File: config.mk
export PLATFORM = sky130hd
export DESIGN_NAME = afc_top
export DESIGN_NICKNAME = d
export VERILOG_FILES = /design/src/rtl/afc_pkg.sv /design/src/rtl/afc_edge.sv /design/src/rtl/afc_sync.sv /design/src/rtl/afc_top.sv
export VERILOG_INCLUDE_DIRS = /design/src /design/src/rtl
export SDC_FILE = /design/constraint.sdc
export NUM_CORES = 1
export LEC_CHECK = 0
export CORE_AREA = 2 2 75 56
export DETAILED_ROUTE_END_ITERATION = 8
export DIE_AREA = 0 0 77 58
export DONT_BUFFER_PORTS = 1
export HOLD_SLACK_MARGIN = 0.02
export PLACE_DENSITY = 0.9
export SYNTH_ARGS = -nofsm -noshare
export SYNTH_HDL_FRONTEND = slang
export SYNTH_SLANG_ARGS = --single-unit
File: constraint.sdc
create_clock -name REF_CLK_I -period 4.1 [get_ports REF_CLK_I]
set_clock_uncertainty 0.1 [all_clocks]
set_input_delay 0.205 -clock REF_CLK_I [delete_from_list [all_inputs] [get_ports REF_CLK_I]]
set_output_delay 0.205 -clock REF_CLK_I [all_outputs]
set_load 0.01 [all_outputs]
File: src/rtl/afc_cfg.svh
`ifndef AFC_CFG_SVH
`define AFC_CFG_SVH
//------------------------------------------------------------
// Overview of operation
//------------------------------------------------------------

//------------------------------------------------------------
// Register map
//------------------------------------------------------------
`define AFC_OFF_CTRL      12'hf90
`define AFC_OFF_IRQ_STAT  12'hf94
`define AFC_OFF_IRQ_MASK  12'hf98
`define AFC_CTRL_RESET    8'h00
`define AFC_CTRL_WMASK    8'h9d
`define AFC_BIT_CMP_EN    0
`define AFC_BIT_RESULT    1
`define AFC_BIT_FAULT_POL 2
`define AFC_BIT_EDGE_SEL  3
`define AFC_BIT_IN_SEL    4
`define AFC_BIT_AMP_EN    7
`define AFC_IRQ_EDGE      0
`define AFC_IRQ_ANY       1
`define AFC_IRQ_W         2
`define AFC_RESP_OKAY     2'h0
`define AFC_RESP_SLVERR   2'h2
`endif

File: src/rtl/afc_pkg.sv
package afc_pkg;
   typedef enum logic [1:0] {
      AFC_IDLE = 2'b00,
      AFC_RESP = 2'b01
   } afc_bus_e;
endpackage

File: src/rtl/afc_edge.sv
`timescale 1ns/10ps
module afc_edge (
   input  wire logic clk_i,
   input  wire logic rstn_i,
   input  wire logic level_i,
   output logic      rise_o,
   output logic      fall_o
);
   typedef struct packed {
      logic prev;
      logic valid;
   } afc_edge_s;
   afc_edge_s s_q, s_d;

   // Remember last level; no edge before first sample
   always_comb begin
      s_d       = s_q;
      s_d.prev  = level_i;
      s_d.valid = 1'b1;
   end

   // State register
   always_ff @(posedge clk_i or negedge rstn_i) begin
      if (!rstn_i) begin
         s_q <= '0;
      end else begin
         s_q <= s_d;
      end
   end

   assign rise_o = s_q.valid & level_i & ~s_q.prev;
   assign fall_o = s_q.valid & ~level_i & s_q.prev;
endmodule

File: src/rtl/afc_sync.sv
`timescale 1ns/10ps
module afc_sync (
   input  wire logic clk_i,
   input  wire logic rstn_i,
   input  wire logic async_i,
   output logic      sync_o
);
   typedef struct packed {
      logic meta;
      logic sync;
   } afc_sync_s;
   afc_sync_s s_q, s_d;

   // First stage read only by second stage
   always_comb begin
      s_d      = s_q;
      s_d.meta = async_i;
      s_d.sync = s_q.meta;
   end

   // State register
   always_ff @(posedge clk_i or negedge rstn_i) begin
      if (!rstn_i) begin
         s_q <= '0;
      end else begin
         s_q <= s_d;
      end
   end

   assign sync_o = s_q.sync;
endmodule

File: src/rtl/afc_top.sv
`timescale 1ns/10ps
`include "afc_cfg.svh"
module afc_top (
   input  wire logic        REF_CLK_I,
   input  wire logic        RSTN_I,
   // AXI4-Lite slave
   input  wire logic [11:0] AWADDR_I,
   input  wire logic        AWVALID_I,
   output logic             AWREADY_O,
   input  wire logic [31:0] WDATA_I,
   input  wire logic [3:0]  WSTRB_I,
   input  wire logic        WVALID_I,
   output logic             WREADY_O,
   output logic [1:0]       BRESP_O,
   output logic             BVALID_O,
   input  wire logic        BREADY_I,
   input  wire logic [11:0] ARADDR_I,
   input  wire logic        ARVALID_I,
   output logic             ARREADY_O,
   output logic [31:0]      RDATA_O,
   output logic [1:0]       RRESP_O,
   output logic             RVALID_O,
   input  wire logic        RREADY_I,
   // Analog front end
   input  wire logic        CMP_RAW_I,
   input  wire logic        AMP_LEVEL_I,
   input  wire logic        SCHMITT_EN_I,
   output logic             CMP_ENABLE_O,
   output logic             CMP_IN_SEL_O,
   output logic             AMP_ENABLE_O,
   output logic             AMP_OUT_OE_O,
   output logic             PWM_FAULT_O,
   output logic             PORT3_AMP_BIT_O,
   output logic             PORT_B_BIT_THREE_O,
   output logic             CONV_CH3_EN_O,
   output logic             IRQ_O
);
   typedef struct packed {
      afc_pkg::afc_bus_e       wst;
      afc_pkg::afc_bus_e       rst;
      logic                    aw_ok;
      logic                    w_ok;
      logic [11:0]             awaddr;
      logic [31:0]             wdata;
      logic                    wstrb0;
      logic [1:0]              bresp;
      logic [31:0]             rdata;
      logic [1:0]              rresp;
      logic [7:0]              ctrl;
      logic [`AFC_IRQ_W-1:0]   stat;
      logic [`AFC_IRQ_W-1:0]   mask;
      logic                    fault;
      logic                    p3;
      logic                    pb3;
      logic                    irq;
      logic                    awrdy;
      logic                    wrdy;
      logic                    bvld;
      logic                    arrdy;
      logic                    rvld;
   } afc_top_s;
   afc_top_s s_q, s_d;

   logic cmp_sync;
   logic cmp_rise;
   logic cmp_fall;

   //---------------------------------------------------------
   // Comparator input path
   //---------------------------------------------------------
   // Two-flop synchroniser of the raw comparator
   afc_sync u_sync (
      .clk_i   (REF_CLK_I),
      .rstn_i  (RSTN_I),
      .async_i (CMP_RAW_I),
      .sync_o  (cmp_sync)
   );

   // Edge detector on the synchronised level
   afc_edge u_edge (
      .clk_i   (REF_CLK_I),
      .rstn_i  (RSTN_I),
      .level_i (cmp_sync),
      .rise_o  (cmp_rise),
      .fall_o  (cmp_fall)
   );

   // Mapped offset check
   function automatic logic is_mapped(input logic [11:0] a);
      is_mapped = (a == `AFC_OFF_CTRL) || (a == `AFC_OFF_IRQ_STAT)
               || (a == `AFC_OFF_IRQ_MASK);
   endfunction

   //---------------------------------------------------------
   // Next state
   //---------------------------------------------------------
   always_comb begin
      logic [`AFC_IRQ_W-1:0] ev;
      logic [`AFC_IRQ_W-1:0] clr;
      logic                  run;
      logic                  sel;
      ev  = '0;
      clr = '0;
      run = 1'b0;
      sel = 1'b0;
      s_d = s_q;

      // Write address and data taken in either order
      if (AWVALID_I && AWREADY_O) begin
         s_d.aw_ok  = 1'b1;
         s_d.awaddr = AWADDR_I;
      end
      if (WVALID_I && WREADY_O) begin
         s_d.w_ok   = 1'b1;
         s_d.wdata  = WDATA_I;
         s_d.wstrb0 = WSTRB_I[0];
      end

      // Write commit and response
      case (s_q.wst)
         afc_pkg::AFC_IDLE: begin
            if (s_q.aw_ok && s_q.w_ok) begin
               s_d.aw_ok = 1'b0;
               s_d.w_ok  = 1'b0;
               s_d.wst   = afc_pkg::AFC_RESP;
               s_d.bresp = is_mapped(s_q.awaddr) ? `AFC_RESP_OKAY
                                                 : `AFC_RESP_SLVERR;
               if (s_q.wstrb0) begin
                  if (s_q.awaddr == `AFC_OFF_CTRL) begin
                     // Reserved and status bits stay zero
                     s_d.ctrl = s_q.wdata[7:0] & `AFC_CTRL_WMASK;
                  end
                  if (s_q.awaddr == `AFC_OFF_IRQ_STAT) begin
                     clr = s_q.wdata[`AFC_IRQ_W-1:0];
                  end
                  if (s_q.awaddr == `AFC_OFF_IRQ_MASK) begin
                     s_d.mask = s_q.wdata[`AFC_IRQ_W-1:0];
                  end
               end
            end
         end
         afc_pkg::AFC_RESP: begin
            if (BREADY_I) begin
               s_d.wst = afc_pkg::AFC_IDLE;
            end
         end
         default: s_d.wst = afc_pkg::AFC_IDLE;
      endcase

      // Read path
      case (s_q.rst)
         afc_pkg::AFC_IDLE: begin
            if (ARVALID_I && ARREADY_O) begin
               s_d.rst   = afc_pkg::AFC_RESP;
               s_d.rresp = is_mapped(ARADDR_I) ? `AFC_RESP_OKAY
                                               : `AFC_RESP_SLVERR;
               s_d.rdata = '0;
               if (ARADDR_I == `AFC_OFF_CTRL) begin
                  s_d.rdata[7:0] = s_q.ctrl;
                  s_d.rdata[`AFC_BIT_RESULT] = cmp_sync;
               end
               if (ARADDR_I == `AFC_OFF_IRQ_STAT) begin
                  s_d.rdata[`AFC_IRQ_W-1:0] = s_q.stat;
               end
               if (ARADDR_I == `AFC_OFF_IRQ_MASK) begin
                  s_d.rdata[`AFC_IRQ_W-1:0] = s_q.mask;
               end
            end
         end
         afc_pkg::AFC_RESP: begin
            if (RREADY_I) begin
               s_d.rst = afc_pkg::AFC_IDLE;
            end
         end
         default: s_d.rst = afc_pkg::AFC_IDLE;
      endcase

      // Comparator events only while enabled
      run = s_q.ctrl[`AFC_BIT_CMP_EN];
      sel = s_q.ctrl[`AFC_BIT_EDGE_SEL];
      ev[`AFC_IRQ_EDGE] = run & (sel ? cmp_fall : cmp_rise);
      ev[`AFC_IRQ_ANY]  = run & (cmp_rise | cmp_fall);
      // Set wins over write-one-to-clear
      s_d.stat = (s_q.stat & ~clr) | ev;

      // Fault follows polarity select
      s_d.fault = run & (cmp_sync ^ s_q.ctrl[`AFC_BIT_FAULT_POL]);
      // Amplifier level routing
      s_d.p3  = s_q.ctrl[`AFC_BIT_AMP_EN] & SCHMITT_EN_I & AMP_LEVEL_I;
      s_d.pb3 = s_q.ctrl[`AFC_BIT_AMP_EN] & AMP_LEVEL_I;
      s_d.irq = |(s_d.stat & s_d.mask);

      // Handshake outputs registered from next state
      s_d.awrdy = (s_d.wst == afc_pkg::AFC_IDLE) & ~s_d.aw_ok;
      s_d.wrdy  = (s_d.wst == afc_pkg::AFC_IDLE) & ~s_d.w_ok;
      s_d.bvld  = (s_d.wst == afc_pkg::AFC_RESP);
      s_d.arrdy = (s_d.rst == afc_pkg::AFC_IDLE);
      s_d.rvld  = (s_d.rst == afc_pkg::AFC_RESP);
   end

   //---------------------------------------------------------
   // State register
   //---------------------------------------------------------
   always_ff @(posedge REF_CLK_I or negedge RSTN_I) begin
      if (!RSTN_I) begin
         s_q      <= '0;
         s_q.ctrl <= `AFC_CTRL_RESET;
      end else begin
         s_q <= s_d;
      end
   end

   //---------------------------------------------------------
   // Outputs
   //---------------------------------------------------------
   assign AWREADY_O  = s_q.awrdy;
   assign WREADY_O   = s_q.wrdy;
   assign BVALID_O   = s_q.bvld;
   assign BRESP_O    = s_q.bresp;
   assign ARREADY_O  = s_q.arrdy;
   assign RVALID_O   = s_q.rvld;
   assign RDATA_O    = s_q.rdata;
   assign RRESP_O    = s_q.rresp;
   assign CMP_ENABLE_O = s_q.ctrl[`AFC_BIT_CMP_EN];
   assign CMP_IN_SEL_O = s_q.ctrl[`AFC_BIT_IN_SEL];
   assign AMP_ENABLE_O = s_q.ctrl[`AFC_BIT_AMP_EN];
   assign AMP_OUT_OE_O = s_q.ctrl[`AFC_BIT_AMP_EN];
   assign CONV_CH3_EN_O = s_q.ctrl[`AFC_BIT_AMP_EN];
   assign PWM_FAULT_O  = s_q.fault;
   assign PORT3_AMP_BIT_O = s_q.p3;
   assign PORT_B_BIT_THREE_O = s_q.pb3;
   assign IRQ_O = s_q.irq;
endmodule

==> impl_metrics.toml, run 1 <==
[outcome]
status = "finished, final reports clean"

[sta]
hold_viol = 0
grt_setup_unrepaired = "false"
maxSlewHeadroom = 0.516
maxSlewViolCount = 0
period_needed_ns = 2.28
max_slew.worst_pin.slew_ns = 0.716
setup_viol = 0
max_freq_mhz = 438
setup-tns-final_ns = 0
fin_crit_sh = 0.556

[detailed_routing]
vias = 1446
detail_route.wl_per_cell_um = 15.5
ant_nets = 0
wl_um = 4330
dr.pass1.iters = 4
drcViolationCount = 0
dr.first_iter.drc_count = 104
vias_per_cell = 5.16

[floorplanning]
initial_core_util = 0.646
core_um2 = 3760
rows = 19
dieWidth_um = 77
die_h_um = 58
die_area_um2 = 4470
ios = 120

[clocking]
clk-insertion-delay-late_ns = 0.30
cts_tree = "yes"
numCtsBuffers = 5
clkTransAtPathRegs_ns = 0.09
h-tree-depth = 2
clock_path_buffers = 2
cts-root-buf = "clkbuf_8"
clock_sinks = 55

[cells_and_area]
regMostFlops = "s_q"
syn_to_final_growth_pct = 11.0
drive_above_1_share = 0.154
layout_commonest_cell = "dfrtp_1"
fin_nets = 299
largest_reg_flops = 31
layout.cells.non_filler = 280
num_antenna_cells = 0
layout_common_cells = "dfrtp_1, conb_1, dlygate4sd3_1"

[synth]
synthTopCellsByArea = "dfrtp_1, mux2_2, buf_4"
yosysWarningCount = 0
ys_seq_area_frac = 0.567
synthCells = 204
netlist_area_um2 = 2430
syn_avg_cell_area_um2 = 11.9
synth.largest_area_cell = "dfrtp_1"
ys_types = 30
ys_ff_latch = 55
synth_top_area_share = 0.567

[critical_path]
worst-path-buf-inv = 0
slowest_stage = "or4_1"
worstPathArrival_ns = 2.37
cp-end-kind = "register"
critical-path-top-delay-family = "simple AND/OR/NAND/NOR gates"
crit_required_ns = 4.19
slowest_delay_ns = 0.56
path_class = "reg2reg"
critPathLaunchType = "register"
crit_path_max_fanout = 4
path_cells = "nor4b_2 > nand4_1 > or4_1 > a211o_1 > a22o_1"

[power_and_ir_drop]
max-vdd-ir-drop_mv = 0.453
p_total_mw = 1.29
pwr_density_cell_nw_per_um2 = 477
p_leak_nw = 1.24

[grt]
antenna_found_initial = 0
track_usage = 0.204
grt_overflow = 0
grt_pass1_wl_um = 6960
grt_max_degree = 56
grt_pass1_vias = 1476

[placement]
gp_congestion = 0.704
dp_hpwl_um = 2870
numPortBuffers = 0
dp.cells = 244

[worst_hold_path]
min-delay-path-class = "in2reg"

[job]
drv_cap = 0
-- metrics by stage --
stage	setup slack, ns	hold slack (ns)	instance area, um2	util
2_1_floorplan	2.08	-0.191	2530	-
3_3_place_gp	1.90	-0.189	2300	0.613
3_5_place_dp	1.83	-0.189	2300	0.613
4_1_cts	1.81	0.0494	2690	0.717
5_1_grt	1.73	0.0856	2690	0.717
6_report	1.82	0.0526	2690	0.717
-- cell families after synthesis --
| kind of cell | after synthesis | synth area share |
|---|---|---|
| compound gates | 17 | 0.0407 |
| xor+xnor | 1 | 0.00361 |
| buf+inv | 44 | 0.127 |
| flops | 55 | 0.567 |
| mux | 29 | 0.133 |
| other cells | 2 | 0.00310 |
| simple gates | 56 | 0.125 |
-- timing repair --
item / 4_1_cts / 5_1_grt
endpoints found under the hold margin: 84 / 0
setup buffers: 0 / 0
hold buffers: 30 / 0
gates resized for setup: 0 / 0
-- synthesized netlist by cell type --
cell,n
nand2_1,22
buf_4,38
inv_1,3
mux2i_1,3
nor4bb_1,1
mux2_2,26
nand2b_1,4
and4bb_2,1
o22a_2,1
nor4_1,1
and4b_1,1
clkbuf_1,3
nor2b_1,4
conb_1,2
xor2_1,1
nor2_1,7
a21oi_1,5
and2_1,2
a31oi_1,1
nand3_1,3
or4_1,2
nand3b_1,2
a22o_1,1
a211o_1,1
and3_1,2
o21ai_0,8
nand4_1,2
nor4b_2,1
dfrtp_1,55
nor4b_1,1
-- per-layer routing --
layer  vias to the layer above  track usage  wire, um
li1                        670            -         -
met1                       697        0.249      1820
met2                        70        0.367      2180
met3                         9       0.0436       268
met4                         0       0.0740        70
met5                         -            0         0
-- worst min-delay path, delay by kind of cell --
kind            cells  cell delay, ns
simple gates        2            0.14
compound gates      1            0.07
-- layout make-up --
type                       instances  area [um2]
clock buffer                       6        72.6
fill                             262        1060
inverter                           3        11.3
multi-input combinational        134         851
sequential                        55        1380
tap                               52        65.1
timing repair buffer              30         318
-- path summary, 6_finish.rpt --
path / from / endpoint / cells after the start / slack, ns
setup / recovery: s_q[91]$_DFFE_PN0P_ / IRQ_O$_DFF_PN0_ / 5 / 1.82
hold / removal: ARADDR_I[2] / RDATA_O[0]$_DFFE_PN0P_ / 3 / 0.05
setup reg to reg: s_q[91]$_DFFE_PN0P_ / IRQ_O$_DFF_PN0_ / 5 / 1.82
hold reg to reg: u_sync.s_d[0]$_DFF_PN0_ / u_sync.sync_o$_DFF_PN0_ / 0 / 0.25
max in group asynchronous: RSTN_I / CMP_IN_SEL_O$_DFFE_PN0P_ / 2 / 3.36
min in group asynchronous: RSTN_I / s_q[16]$_DFFE_PN0P_ / 2 / 0.32
-- report_power, final --
part / switching, mW / internal (mW)
sequential: 0.0994 / 0.672
combinational: 0.105 / 0.142
clock: 0.154 / 0.114
Note: power is estimated with default switching activity, not from simulation.
==> run 2, diff against run 1 <==
CORE_AREA = 2 2 82 61   (was 2 2 75 56)
DIE_AREA = 0 0 84 63   (was 0 0 77 58)
PLACE_DENSITY = 0.81   (was 0.9)
clock period = 1.9 ns   (was 4.1 ns; I/O delays follow)
==> impl_metrics.toml, run 2 (synthesis results as in run 1) <==
[floorplanning]
die_h_um = 63
ios = 120
initial_core_util = 0.534
core_um2 = 4550
rows = 21
die_area_um2 = 5290
dieWidth_um = 84

[placement]
dpl_cell_area_um2 = 2350
dp_hpwl_um = 2790
place_ws_ns = -0.216
numPortBuffers = 0
gp_congestion = 0.746
dp.cells = 254

[grt]
track_usage = 0.168
antenna_found_initial = 0
grt_max_degree = 56
grt_overflow = 0
grt_pass1_vias = 1377
grt_pass1_wl_um = 6980

[cells_and_area]
regMostFlops = "s_q"
multi_input_area_um2 = 872
fin_nets = 307
drive_above_1_share = 0.193
largest_reg_flops = 31
finalInstanceArea_um2 = 2810
layout_common_cells = "dfrtp_1, conb_1, dlygate4sd3_1"
layout.cells.non_filler = 295
syn_to_final_growth_pct = 16.0
n_fill_cell = 351
layout_commonest_cell = "dfrtp_1"
num_antenna_cells = 0
seqCellArea_um2 = 1380

[detailed_routing]
dr.first_iter.drc_count = 59
vias = 1460
dr.pass1.iters = 4
drcViolationCount = 0
detail_route.wl_per_cell_um = 14.2
ant_nets = 0
vias_per_cell = 4.95
wl_um = 4200

[power_and_ir_drop]
swShare = 0.269
p_switching_mw = 0.778
p_leak_nw = 1.30
comb_power_share = 0.196
p_total_mw = 2.89
seq_power_share = 0.572
max-vdd-ir-drop_mv = 0.594
p_clk_frac = 0.232
power.internal_mw = 2.12
pwr_density_cell_nw_per_um2 = 1030

[clocking]
clock_path_buffers = 2
clkTransAtPathRegs_ns = 0.09
cts-root-buf = "clkbuf_8"
clock_sinks = 55
clk-insertion-delay-late_ns = 0.29
h-tree-depth = 2
cts_tree = "yes"
numCtsBuffers = 5

[sta]
max_slew.worst_pin.slew_ns = 0.518
setup-tns-final_ns = -1.20
maxSlewHeadroom = 0.654
setup_viol = 7
max_freq_mhz = 463
fin_crit_sh = 1.14
maxSlewViolCount = 0
period_needed_ns = 2.16
hold_viol = 0
fin_ws_ns = -0.260
grt_setup_unrepaired = "true"

[outcome]
status = "finished, violations left"
violations = "setup timing"

[critical_path]
worstPathArrival_ns = 2.25
reg2reg_depth = 5
crit_required_ns = 1.99
critPathLaunchType = "register"
path_class = "reg2reg"
cp-end-kind = "register"
crit_path_max_fanout = 3

[job]
drv_cap = 0

[worst_hold_path]
whs_path_depth = 4
min-delay-path-class = "in2reg"
## run 2: cell types whose count changed in the layout (fill, tap and decap cells not counted), sizes merged
cell,previous run,this run
dlygate4sd3,29,31
clkbuf,6,8
buf,1,7
## run 2: final cells by class
class / instances / area share
clock buffers: 8 / 0.0356
inverters: 3 / 0.00400
multi-input cells: 134 / 0.310
flip-flops and latches: 55 / 0.489
well taps: 57 / 0.0253
repair buffers: 38 / 0.136
## run 2: critical path: stages (launching register included)
cell and delay (ns):
dfrtp_1 0.39, nor4b_2 0.28, nand4_1 0.23, or4_4 0.54, a211o_1 0.29, a22o_1 0.22
## run 2: power by group through the flow
| stage | Sequential, mW | Clock [mW] | Combinational (mW) |
|---|---|---|---|
| final | 1.66 | 0.671 | 0.566 |
| after floorplan | 1.61 | 0 | 0.447 |
| after global placement | 1.65 | 0 | 0.457 |
| after CTS | 1.64 | 0.695 | 0.558 |
| after global routing | 1.70 | 0.757 | 0.631 |
| after detailed placement | 1.66 | 0 | 0.473 |
## run 2: repair_timing
action,CTS,global route
setup buffers,1,0
hold endpoints to repair,93,0
endpoints found under the setup margin,7,10
hold buffers,32,0
resized for setup,1,4
pin swaps,1,0
## run 2: per-layer routing
layer / vias up / GRT usage / wire length, um
li1: 689 / - / -
met1: 702 / 0.241 / 1840
met2: 65 / 0.235 / 2000
met3: 4 / 0.0700 / 322
met4: 0 / 0.0504 / 33
met5: - / 0 / 0
## run 2: path summary, 6_finish.rpt
check	start	endpoint	slack (ns)
max	s_q[95]$_DFFE_PN0P_	IRQ_O$_DFF_PN0_	-0.26
min	ARADDR_I[3]	RDATA_O[1]$_DFFE_PN0P_	0.07
max in group asynchronous	RSTN_I	s_q[94]$_DFFE_PN0P_	1.26
min reg2reg	u_sync.s_d[0]$_DFF_PN0_	u_sync.sync_o$_DFF_PN0_	0.26
max reg2reg	s_q[95]$_DFFE_PN0P_	IRQ_O$_DFF_PN0_	-0.26
min in group asynchronous	RSTN_I	RDATA_O[7]$_DFFE_PN0P_	0.21
## run 2: through the flow
| stage | util | hold WS [ns] |
|---|---|---|
| after floorplan | - | -0.301 |
| after global placement | 0.516 | -0.299 |
| after global routing | 0.619 | 0.117 |
| after detailed placement | 0.516 | -0.299 |
| after CTS | 0.615 | 0.0623 |
| final | 0.619 | 0.0730 |
==> run 3, diff against run 2 <==
TNS_END_PERCENT = 1   (was not set)
==> impl_metrics.toml, run 3 (synthesis results as in run 1) <==
[detailed_routing]
drcViolationCount = 0
vias = 1460
dr.pass1.iters = 4
detail_route.wl_per_cell_um = 13.9
vias_per_cell = 4.97
ant_nets = 0
dr.first_iter.drc_count = 99
wl_um = 4090

[placement]
dp_hpwl_um = 2790
numPortBuffers = 0
gp_congestion = 0.746
dpl_cell_area_um2 = 2350

[sta]
max_freq_mhz = 467
period_needed_ns = 2.14
fin_ws_ns = -0.242
hold_viol = 0
maxSlewHeadroom = 0.658
whs_ns = 0.0753
setup-tns-final_ns = -1.32
grt_setup_unrepaired = "true"
fin_crit_sh = 1.13
max_slew.worst_pin.slew_ns = 0.512
maxSlewViolCount = 0
setup_viol = 7

[power_and_ir_drop]
p_switching_mw = 0.776
power.internal_mw = 2.11
p_clk_frac = 0.235
comb_power_share = 0.194
max-vdd-ir-drop_mv = 0.599
p_leak_nw = 1.29
swShare = 0.269
seq_power_share = 0.571
pwr_density_cell_nw_per_um2 = 1030

[cells_and_area]
regMostFlops = "s_q"
finalInstanceArea_um2 = 2800
drive_above_1_share = 0.186
fin_nets = 306
layout_common_cells = "dfrtp_1, conb_1, dlygate4sd3_1"
num_antenna_cells = 0
n_fill_cell = 354
largest_reg_flops = 31
syn_to_final_growth_pct = 15.2
final_util = 0.615
layout_commonest_cell = "dfrtp_1"

[critical_path]
slowest_delay_ns = 0.53
path_class = "reg2reg"
r2r_end = "IRQ_O$_DFF_PN0_"
cp-end-kind = "register"
cp-startpoint = "s_q[95]$_DFFE_PN0P_"
worstPathArrival_ns = 2.23
crit_end = "IRQ_O$_DFF_PN0_"
rrSetupSlack_ns = -0.24
r2r-start = "s_q[95]$_DFFE_PN0P_"
reg2reg_depth = 5
worst-path-buf-inv = 0
worstSetupPathDepth = 5
crit_path_max_fanout = 4
critical-path-top-delay-family = "simple AND/OR/NAND/NOR gates"
critPathLaunchType = "register"
crit_required_ns = 1.99
slowest_stage = "or4_4"
path_cells = "nor4b_2 > nand4_1 > or4_4 > a211o_1 > a22o_1"

[grt]
grt_pass1_vias = 1361
grt_overflow = 0
antenna_found_initial = 0
track_usage = 0.165
grt_pass1_wl_um = 6850
grt_max_degree = 56

[clocking]
cts-root-buf = "clkbuf_8"
numCtsBuffers = 5
h-tree-depth = 2
clkTransAtPathRegs_ns = 0.09
clock_sinks = 55
cts_tree = "yes"
clk-insertion-delay-late_ns = 0.29
clock_path_buffers = 2
postCtsSetupBuffers = 0

[floorplanning]
initial_core_util = 0.534
ios = 120
dieWidth_um = 84
die_h_um = 63
rows = 21
core_um2 = 4550
die_area_um2 = 5290

[job]
drv_cap = 0

[outcome]
status = "finished, violations left"
violations = "setup timing"

[worst_hold_path]
min-delay-path-class = "in2reg"
==> run 3: timing repair <==
| action | in CTS | in global routing |
|---|---|---|
| resized for setup | 0 | 2 |
| endpoints found under the hold margin | 93 | 0 |
| hold buffers | 32 | 0 |
| endpoints found under the setup margin | 7 | 9 |
| pin swaps | 0 | 1 |
==> run 3: final cells by class <==
| type | count | area (um2) | share of cell area |
|---|---|---|---|
| sequential | 55 | 1380 | 0.492 |
| multi-input combinational | 134 | 861 | 0.308 |
| timing repair buffer | 37 | 375 | 0.134 |
| clock buffer | 8 | 100 | 0.0358 |
| tap | 57 | 71.3 | 0.0255 |
| inverter | 3 | 11.3 | 0.00403 |
==> run 3: power by group through the flow <==
stage               logic [mW]  clock network, mW  registers (mW)
floorplan                0.447                  0            1.61
global placement         0.457                  0            1.65
detailed placement       0.473                  0            1.66
CTS                      0.557              0.695            1.64
global route             0.625              0.757            1.69
finish                   0.561              0.680            1.65
==> run 3: metal layers <==
metal / track usage / part of all wire / vias up
met1: 0.235 / 0.44 / 697
met5: 0 / 0 / -
met2: 0.229 / 0.47 / 66
li1: - / - / 691
met4: 0.0504 / 0.012 / 0
met3: 0.0700 / 0.077 / 6
==> run 3: worst min path at each step <==
| stage | startpoint | end | slack (ns) | cells past startpoint |
|---|---|---|---|---|
| 3_3_place_gp | RSTN_I | s_q[65]$_DFFE_PN0P_ | -0.30 | 0 |
| 5_1_grt | ARADDR_I[8] | RDATA_O[0]$_DFFE_PN0P_ | 0.12 | 5 |
| 4_1_cts | ARADDR_I[3] | RDATA_O[1]$_DFFE_PN0P_ | 0.06 | 4 |
| 2_1_floorplan | RSTN_I | AMP_ENABLE_O$_DFFE_PN0P_ | -0.30 | 0 |
| 6_report | ARADDR_I[3] | RDATA_O[1]$_DFFE_PN0P_ | 0.08 | 4 |
| 3_5_place_dp | RSTN_I | AMP_ENABLE_O$_DFFE_PN0P_ | -0.30 | 0 |
==> run 3: stage by stage <==
stage          setup slack [ns]  cells  total power [mW]
6_report                 -0.242    294              2.89
5_1_grt                  -0.340    294              3.07
4_1_cts                  -0.230    294              2.89
3_5_place_dp             -0.216    254              2.14
3_3_place_gp             -0.127    254              2.11
2_1_floorplan           -0.0486    233              2.05
==> run 3: tightest hold or removal path: stages <==
cell and delay [ns]:
mux2i_1 0.05, o21ai_0 0.14, nand3_1 0.09, nand2_1 0.06
